$ cat config.mk
export PLATFORM = sky130hd
export DESIGN_NAME = rcs_rtc_ctrl
export DESIGN_NICKNAME = d
export VERILOG_FILES = /design/src/design/rcs_pkg.sv /design/src/design/rcs_rtc_ctrl.sv
export SDC_FILE = /design/constraint.sdc
export NUM_CORES = 1
export LEC_CHECK = 0
export BUFFER_PORTS_ARGS = -buffer_cell sky130_fd_sc_hd__buf_2
export CAP_MARGIN = 20
export CORE_MARGIN = 5
export CORE_UTILIZATION = 30
export CTS_CLUSTER_DIAMETER = 50
export DETAILED_ROUTE_END_ITERATION = 7
export GPL_TIMING_DRIVEN = 0
export PLACE_DENSITY = 0.56
export SLEW_MARGIN = 20
export SYNTH_ARGS = -nofsm -noshare
export SYNTH_HDL_FRONTEND = slang
export SYNTH_SLANG_ARGS = --single-unit
$ cat constraint.sdc
create_clock -name ref_clk -period 3.4 [get_ports ref_clk]
set_clock_uncertainty 0.15 [all_clocks]
set_input_delay 0.68 -clock ref_clk [delete_from_list [all_inputs] [get_ports ref_clk]]
set_output_delay 0.68 -clock ref_clk [all_outputs]
set_load 0.01 [all_outputs]
$ cat src/design/rcs_pkg.sv
package rcs_pkg;
  localparam logic [3:0] CTRL_OFS = 4'he;
  localparam logic [3:0] STAT_OFS = 4'hf;
  localparam int HALT_BIT = 7;
  localparam int RS_HI_BIT = 4;
  localparam int RS_LO_BIT = 3;
  localparam int ROUTE_BIT = 2;
  localparam int ALARM2_IRQ_ENABLE_BIT = 1;
  localparam int ALARM1_IRQ_ENABLE_BIT = 0;
  localparam int OSF_BIT = 7;
  localparam int A2F_BIT = 1;
  localparam int A1F_BIT = 0;
  localparam logic [7:0] CTRL_MASK = 8'h9f;
  localparam logic [7:0] CTRL_RST = 8'h18;
  localparam logic [6:0] SLAVE_ADDR = 7'h68;
  localparam logic [1:0] RATE_1HZ = 2'h0;
  localparam logic [1:0] RATE_4K = 2'h1;
  localparam logic [1:0] RATE_8K = 2'h2;
  localparam logic [1:0] RATE_32K = 2'h3;
  localparam int DIV_W = 15;
  localparam int DIV_1HZ_BIT = 14;
  localparam int DIV_4K_BIT = 2;
  localparam int DIV_8K_BIT = 1;
  localparam logic [3:0] LAST_BIT = 4'h7;
  localparam logic [3:0] BYTE_BITS = 4'h8;
  localparam logic [1:0] IDX_ADDR = 2'h0;
  localparam logic [1:0] IDX_PTR = 2'h1;
  localparam logic [1:0] IDX_DATA = 2'h2;
  typedef enum logic [2:0] {ST_IDLE, ST_RX, ST_ACK, ST_TX, ST_MACK} rcs_state_t;
endpackage

$ cat src/design/rcs_rtc_ctrl.sv
`timescale 1ns/1ps
// Behaviour
// - Control bit 7 halts the oscillator when 1; resets to 0.
// - Rate bits pick 1 Hz, 4.096 kHz, 8.192 kHz or 32.768 kHz.
// - Both rate bits reset to 1, fastest square wave.
// - Routing 1: alarm 1 drives output A, alarm 2 drives output B.
// - Routing 0: output B carries square wave; routing resets to 0.
// - Alarm 2 enable gates alarm 2 onto A or B by routing; resets 0.
// - Alarm 1 enable gates alarm 1 onto A always; resets 0.
// - Output A low while alarm 1 flag and enable set, or alarm 2 routed.
// - Output B low while routing 1, alarm 2 flag and enable set.
// - Oscillator-stopped flag sets on power-up, halt or oscillator failure.
// - Oscillator-stopped flag holds until written 0; writing 1 does nothing.
// - Alarm 2 flag sets on match; write 0 clears, 1 keeps.
// - Alarm 1 flag sets on match; write 0 clears, 1 keeps.
// - Slave only, working at 100 kHz and 400 kHz clock rates.
// - Data falling while clock high is START, begins a transfer.
// - Data rising while clock high is STOP, ends a transfer.
// - Data changes only while clock low; one clock pulse per bit.
// - Receiver holds data low across the acknowledge high phase.
// - Master not-acknowledge ends a read; device releases data line.
// - Slave address is 1101000 plus direction bit, 1 for read.
// - Register pointer advances after every data byte, read or write.
// - Alarm matches are taken on the once-per-second tick.
module rcs_rtc_ctrl
  import rcs_pkg::*;
(
  input wire logic ref_clk,
  input wire logic reset_n,
  input wire logic scl_i,
  input wire logic sda_i,
  output logic sda_o,
  output logic sda_oe,
  input wire logic osc_in,
  input wire logic osc_fail,
  input wire logic sec_tick,
  input wire logic alarm1_match,
  input wire logic alarm2_match,
  output logic oscillator_run,
  output logic [3:0] reg_ptr,
  input wire logic [7:0] ext_rd_data,
  output logic ext_wr_en,
  output logic [7:0] ext_wr_data,
  output logic irq_out_a_n,
  output logic irq_out_a_oe,
  output logic square_wave_or_irq_b_n,
  output logic square_wave_or_irq_b_oe
);
  logic [1:0] scl_s_q, sda_s_q, osc_s_q;
  logic scl_d1_q, sda_d1_q, osc_d1_q;
  rcs_state_t state_q;
  logic [3:0] bitcnt_q, ptr_q;
  logic [7:0] shift_q, ctrl_q;
  logic [1:0] idx_q;
  logic rw_q, sda_oe_q;
  logic osf_q, a2f_q, a1f_q;
  logic [DIV_W-1:0] div_q;
  logic irq_a_q, sqb_q;

  function automatic logic [7:0] reg_read(input logic [3:0] p, input logic [7:0] c,
                                          input logic [7:0] s, input logic [7:0] e);
    if (p == CTRL_OFS)
      reg_read = c;
    else if (p == STAT_OFS)
      reg_read = s;
    else
      reg_read = e;
  endfunction

  // Plenty of samples per bit: a 400 kHz high phase spans over 20 clocks
  always_ff @(posedge ref_clk)
  begin
    if (!reset_n)
    begin
      scl_s_q <= 2'h3;
      sda_s_q <= 2'h3;
      osc_s_q <= 2'h0;
      scl_d1_q <= 1'b1;
      sda_d1_q <= 1'b1;
      osc_d1_q <= 1'b0;
    end
    else
    begin
      scl_s_q <= {scl_s_q[0], scl_i};
      sda_s_q <= {sda_s_q[0], sda_i};
      osc_s_q <= {osc_s_q[0], osc_in};
      scl_d1_q <= scl_s_q[1];
      sda_d1_q <= sda_s_q[1];
      osc_d1_q <= osc_s_q[1];
    end
  end

  wire scl_now = scl_s_q[1];
  wire sda_now = sda_s_q[1];
  wire scl_rise = scl_now & ~scl_d1_q;
  wire scl_fall = ~scl_now & scl_d1_q;
  wire start_det = scl_now & scl_d1_q & sda_d1_q & ~sda_now;
  wire stop_det = scl_now & scl_d1_q & ~sda_d1_q & sda_now;
  wire byte_done = (state_q == ST_RX) & scl_fall & (bitcnt_q == BYTE_BITS);
  wire addr_hit = (shift_q[7:1] == SLAVE_ADDR);
  wire wr_pulse = byte_done & (idx_q == IDX_DATA);
  wire rd_done = (state_q == ST_MACK) & scl_rise;
  wire [7:0] stat_rd = {osf_q, 5'h00, a2f_q, a1f_q};
  wire [7:0] rd_byte = reg_read(ptr_q, ctrl_q, stat_rd, ext_rd_data);
  wire ctrl_wr = wr_pulse & (ptr_q == CTRL_OFS);
  wire stat_wr = wr_pulse & (ptr_q == STAT_OFS);
  wire route = ctrl_q[ROUTE_BIT];
  wire [1:0] rate = {ctrl_q[RS_HI_BIT], ctrl_q[RS_LO_BIT]};

  // Byte engine; START and STOP take effect from any state
  always_ff @(posedge ref_clk)
  begin
    if (!reset_n)
    begin
      state_q <= ST_IDLE;
      bitcnt_q <= 4'h0;
      shift_q <= 8'h00;
      idx_q <= IDX_ADDR;
      rw_q <= 1'b0;
      sda_oe_q <= 1'b0;
    end
    else if (stop_det)
    begin
      state_q <= ST_IDLE;
      sda_oe_q <= 1'b0;
    end
    else if (start_det)
    begin
      state_q <= ST_RX;
      bitcnt_q <= 4'h0;
      idx_q <= IDX_ADDR;
      sda_oe_q <= 1'b0;
    end
    else
    begin
      unique case (state_q)
        ST_IDLE:
          bitcnt_q <= 4'h0;
        ST_RX:
          if (scl_rise)
          begin
            shift_q <= {shift_q[6:0], sda_now};
            bitcnt_q <= bitcnt_q + 4'h1;
          end
          else if (byte_done)
          begin
            if (idx_q == IDX_ADDR && !addr_hit)
              state_q <= ST_IDLE;
            else
            begin
              state_q <= ST_ACK;
              sda_oe_q <= 1'b1;
              if (idx_q == IDX_ADDR)
                rw_q <= shift_q[0];
              if (idx_q != IDX_DATA)
                idx_q <= idx_q + 2'h1;
            end
          end
        ST_ACK:
          if (scl_fall)
          begin
            bitcnt_q <= 4'h0;
            if (rw_q)
            begin
              state_q <= ST_TX;
              shift_q <= rd_byte;
              sda_oe_q <= ~rd_byte[7];
            end
            else
            begin
              state_q <= ST_RX;
              sda_oe_q <= 1'b0;
            end
          end
        ST_TX:
          if (scl_fall)
          begin
            if (bitcnt_q == LAST_BIT)
            begin
              state_q <= ST_MACK;
              sda_oe_q <= 1'b0;
            end
            else
            begin
              shift_q <= {shift_q[6:0], 1'b0};
              sda_oe_q <= ~shift_q[6];
              bitcnt_q <= bitcnt_q + 4'h1;
            end
          end
        ST_MACK:
          if (scl_rise && sda_now)
            state_q <= ST_IDLE;
          else if (scl_fall)
          begin
            state_q <= ST_TX;
            bitcnt_q <= 4'h0;
            shift_q <= rd_byte;
            sda_oe_q <= ~rd_byte[7];
          end
      endcase
    end
  end

  // Pointer wraps from the status register back to zero
  always_ff @(posedge ref_clk)
  begin
    if (!reset_n)
      ptr_q <= 4'h0;
    else if (byte_done && idx_q == IDX_PTR)
      ptr_q <= shift_q[3:0];
    else if (wr_pulse || rd_done)
      ptr_q <= ptr_q + 4'h1;
  end

  wire osc_stop = ctrl_q[HALT_BIT] | osc_fail;
  wire a1_set = sec_tick & alarm1_match;
  wire a2_set = sec_tick & alarm2_match;

  // Hardware set wins over a software clear landing in the same cycle
  always_ff @(posedge ref_clk)
  begin
    if (!reset_n)
    begin
      ctrl_q <= CTRL_RST;
      osf_q <= 1'b1;
      a2f_q <= 1'b0;
      a1f_q <= 1'b0;
    end
    else
    begin
      if (ctrl_wr)
        ctrl_q <= shift_q & CTRL_MASK;
      osf_q <= (osf_q & ~(stat_wr & ~shift_q[OSF_BIT])) | osc_stop;
      a2f_q <= (a2f_q & ~(stat_wr & ~shift_q[A2F_BIT])) | a2_set;
      a1f_q <= (a1f_q & ~(stat_wr & ~shift_q[A1F_BIT])) | a1_set;
    end
  end

  // Divider follows the oscillator only while it runs
  wire osc_rise = osc_s_q[1] & ~osc_d1_q;
  always_ff @(posedge ref_clk)
  begin
    if (!reset_n)
      div_q <= '0;
    else if (osc_rise && !ctrl_q[HALT_BIT])
      div_q <= div_q + 1'b1;
  end

  logic sq_wave;
  always_comb
  begin
    unique case (rate)
      RATE_1HZ: sq_wave = div_q[DIV_1HZ_BIT];
      RATE_4K: sq_wave = div_q[DIV_4K_BIT];
      RATE_8K: sq_wave = div_q[DIV_8K_BIT];
      RATE_32K: sq_wave = osc_d1_q & ~ctrl_q[HALT_BIT];
    endcase
  end

  wire a1_act = a1f_q & ctrl_q[ALARM1_IRQ_ENABLE_BIT];
  wire a2_act = a2f_q & ctrl_q[ALARM2_IRQ_ENABLE_BIT];
  wire irq_a_act = a1_act | (~route & a2_act);
  wire irq_b_act = route & a2_act;

  always_ff @(posedge ref_clk)
  begin
    if (!reset_n)
    begin
      irq_a_q <= 1'b0;
      sqb_q <= 1'b1;
    end
    else
    begin
      irq_a_q <= irq_a_act;
      sqb_q <= route ? ~irq_b_act : sq_wave;
    end
  end

  assign sda_o = 1'b0;
  assign sda_oe = sda_oe_q;
  assign oscillator_run = ~ctrl_q[HALT_BIT];
  assign reg_ptr = ptr_q;
  assign ext_wr_en = wr_pulse & (ptr_q != CTRL_OFS) & (ptr_q != STAT_OFS);
  assign ext_wr_data = shift_q;
  assign irq_out_a_n = ~irq_a_q;
  assign irq_out_a_oe = irq_a_q;
  assign square_wave_or_irq_b_n = sqb_q;
  assign square_wave_or_irq_b_oe = ~sqb_q;
endmodule

==> impl_metrics.tcl <==
set metrics [dict create \
    outcome "finished clean" \
    whs_path_depth 1 \
    cap_violations 0 \
    min_period_ns 2.95 \
    ctsResizeCount 0 \
    max_clock_freq_ghz 0.339 \
    rr_worst_depth 6 \
    synth.area.mux_share 0.0239 \
    r2r_start "state_q[0]" \
    grt_overflow 0 \
    synthToLayoutAreaGrowth_pct 17.2 \
    leakage_nw 1.33 \
    floorplan.initialDensity 0.309 \
    crit_type "flip-flop to output pin" \
    synth_ff_type "dfxtp_1" \
    p_per_area_nw_per_um2 508 \
    firstDrtPassIters 5 \
    hp-start "scl_s_q[0]" \
    tns_ns 0 \
    core.rowCount 36 \
    vias 2835 \
    slowest_delay_ns 0.63 \
    crit_fanout 9 \
    yosysTopAreaCell "dfxtp_1" \
    yosysWarningCount 0 \
    cts.sinks 58 \
    relSlewSlack 0.513 \
    reg2reg_slack_ns 1.06 \
    cts_setup_buffers 0 \
    drc_errors 0 \
    nNetsFinal 440 \
    postSynthCellCount 369 \
    required_ns 2.57 \
    synth.avg_cell_area_um2 8.22 \
    drive_gt1_frac 0.160 \
    h-tree-depth 3 \
    numCtsBuffers 9 \
    grt.total_usage 0.132 \
    clock_latency_ns 0.34 \
    detail_route.wirelength_mm 8.17 \
    synth_commonest_cells "dfxtp_1 (58), nand2_1 (31), nor2_1 (30)" \
    async_flop_share 0 \
    synth_fa_ha_area_frac 0.0330 \
    setup_violations 0 \
    wl_per_cell_um 14.8 \
    rsz0062_at_grt "no" \
    grt_max_degree 12 \
    synth_top_family_by_area "simple AND/OR/NAND/NOR gates" \
    grt_pass1_wl_mm 13.3 \
    die_area_um2 12200 \
    port_buffers 35 \
    die_width_um 111 \
    synth_xor_area_frac 0.0462 \
    viasPerCell 5.13 \
    antenna_found_initial 0 \
    cts_buffer_depth 2 \
    diodes 0 \
    synth_nets 394 \
    drt_iter0_drc 142 \
    fillers 1075 \
    timing.rr.end "ctrl_q[2]" \
    hold_end "scl_s_q[1]" \
    critPathLaunchType "flip-flop" \
    ant_nets 0 \
    root_buffer "clkbuf_8" \
    synth_edf_count 0 \
    synthTopCellsByArea "dfxtp_1 (38%), a21oi_1 (4.5%), nand2_1 (3.8%)" \
    synth_compound_area_frac 0.189 \
    die_h_um 111 \
    core_area_um2 9820 \
    dp_hpwl_mm 6.05 \
    cts_tree "done" \
    path_cells "ha_1 -> clkbuf_1 -> o21ai_0 -> and3_1 -> buf_2" \
    ios 37 \
    crit_arrival_ns 2.12 \
    finalMaxSlewViolations 0 \
    clk_pin_slew_ns 0.07 \
    grt_pass1_vias 2702 \
    ir_worst_vdd_v 0.000182 \
    ys_seq_area_frac 0.383 \
    synth_cell_types 60 \
    ctsHoldBuffers 0 \
    gp_congestion 0.901 \
    cp-end-kind "output pin" \
    synth.most_common_cell "dfxtp_1" \
    hold_viol 0 \
    worstMarginPinSlew_ns 0.722 \
    syn_area_um2 3030 \
    yosysTopAreaCellShare 0.383 \
    p_total_mw 1.81 \
    synth-simple-area-share 0.278 \
    ys_seq_elements 58 \
    hold_class "flip-flop to flip-flop" \
    crit_slowest_cell "o21ai_0" \
    period_share 0.867 \
]
[cell usage in the layout (no fill, tap or decap), types with 3 or more instances in the layout]
cell	instances
ha_1	8
clkbuf_8	10
inv_1	18
clkbuf_1	9
nand4b_1	3
nand3b_1	3
nor3_1	15
nand2b_1	10
dfxtp_1	58
nor2b_1	4
o21ai_0	23
nand2_1	31
and2_1	3
nand3_1	15
a21oi_1	27
or3_1	6
buf_2	40
nor2_1	30
a221oi_1	4
a211oi_1	6
nand4_1	7
xnor2_1	9
mux2i_1	5
o211ai_1	4
and3_1	10
o22ai_1	3
xor2_1	7
[final cells by class]
type                    count  area [um^2]  share of cell area
flip-flops and latches     58         1160               0.327
multi-input cells         277         1730               0.488
inverters                  18         67.6              0.0190
clock buffers              10          138              0.0387
clock inverters             6         42.5              0.0120
plain buffers              16         70.1              0.0197
repair buffers             35          175              0.0493
well taps                 133          166              0.0468
[layer usage]
layer / wire [um] / track usage
met1: 4030 / 0.183
met2: 3430 / 0.194
met3: 569 / 0.0306
met4: 141 / 0.0591
met5: 0 / 0
[through the flow]
stage	instance area, um^2	hold WS [ns]	std cells	utilization	setup WS, ns
global placement	3370	0.246	537	0.344	0.823
global route	3550	0.276	553	0.362	0.313
finish	3550	0.260	553	0.362	0.452
detailed placement	3370	0.247	537	0.344	0.848
CTS	3550	0.264	553	0.362	0.460
floorplan	3030	0.236	369	-	1.24
[registers in the layout (all words and copies together) (netlist names), 2 cells and up]
register,count
reg_ptr,4
scl_s_q,2
ctrl_q,6
sda_s_q,2
osc_s_q,2
ext_wr_data,8
idx_q,2
div_q,15
state_q,3
bitcnt_q,4
[power by group]
part           internal [mW]  total, mW  switching [mW]
sequential             0.723      0.780          0.0568
clock                  0.283      0.584           0.301
combinational          0.179      0.442           0.263
[critical path: cells and delay by family (launching register included)]
| family | cells | cell delay, ns |
|---|---|---|
| fa+ha+maj | 1 | 0.21 |
| compound gates | 1 | 0.63 |
| simple gates | 1 | 0.25 |
| buf+inv | 2 | 0.31 |
| flops | 1 | 0.37 |
[worst max path at each step]
| stage | start | end | slack [ns] | cells after the start |
|---|---|---|---|---|
| 2_1_floorplan | reg_ptr[0] | ext_wr_en | 1.24 | 4 |
| 3_3_place_gp | reg_ptr[0] | ext_wr_en | 0.82 | 5 |
| 3_5_place_dp | reg_ptr[0] | ext_wr_en | 0.85 | 5 |
| 4_1_cts | reg_ptr[0] | ext_wr_en | 0.46 | 5 |
| 5_1_grt | reg_ptr[0] | ext_wr_en | 0.31 | 5 |
| 6_report | reg_ptr[0] | ext_wr_en | 0.45 | 5 |
[logic make-up (layout without fill, tap and decap cells)]
| kind of cell | after synthesis | after routing |
|---|---|---|
| flops | 58 | 58 |
| simple gates | 156 | 156 |
| other cells | 1 | 1 |
| buf+inv | 34 | 85 |
| fa+ha+maj | 8 | 8 |
| mux | 6 | 6 |
| compound gates | 90 | 90 |
| xor+xnor | 16 | 16 |
(Power assumes the default switching activity.)
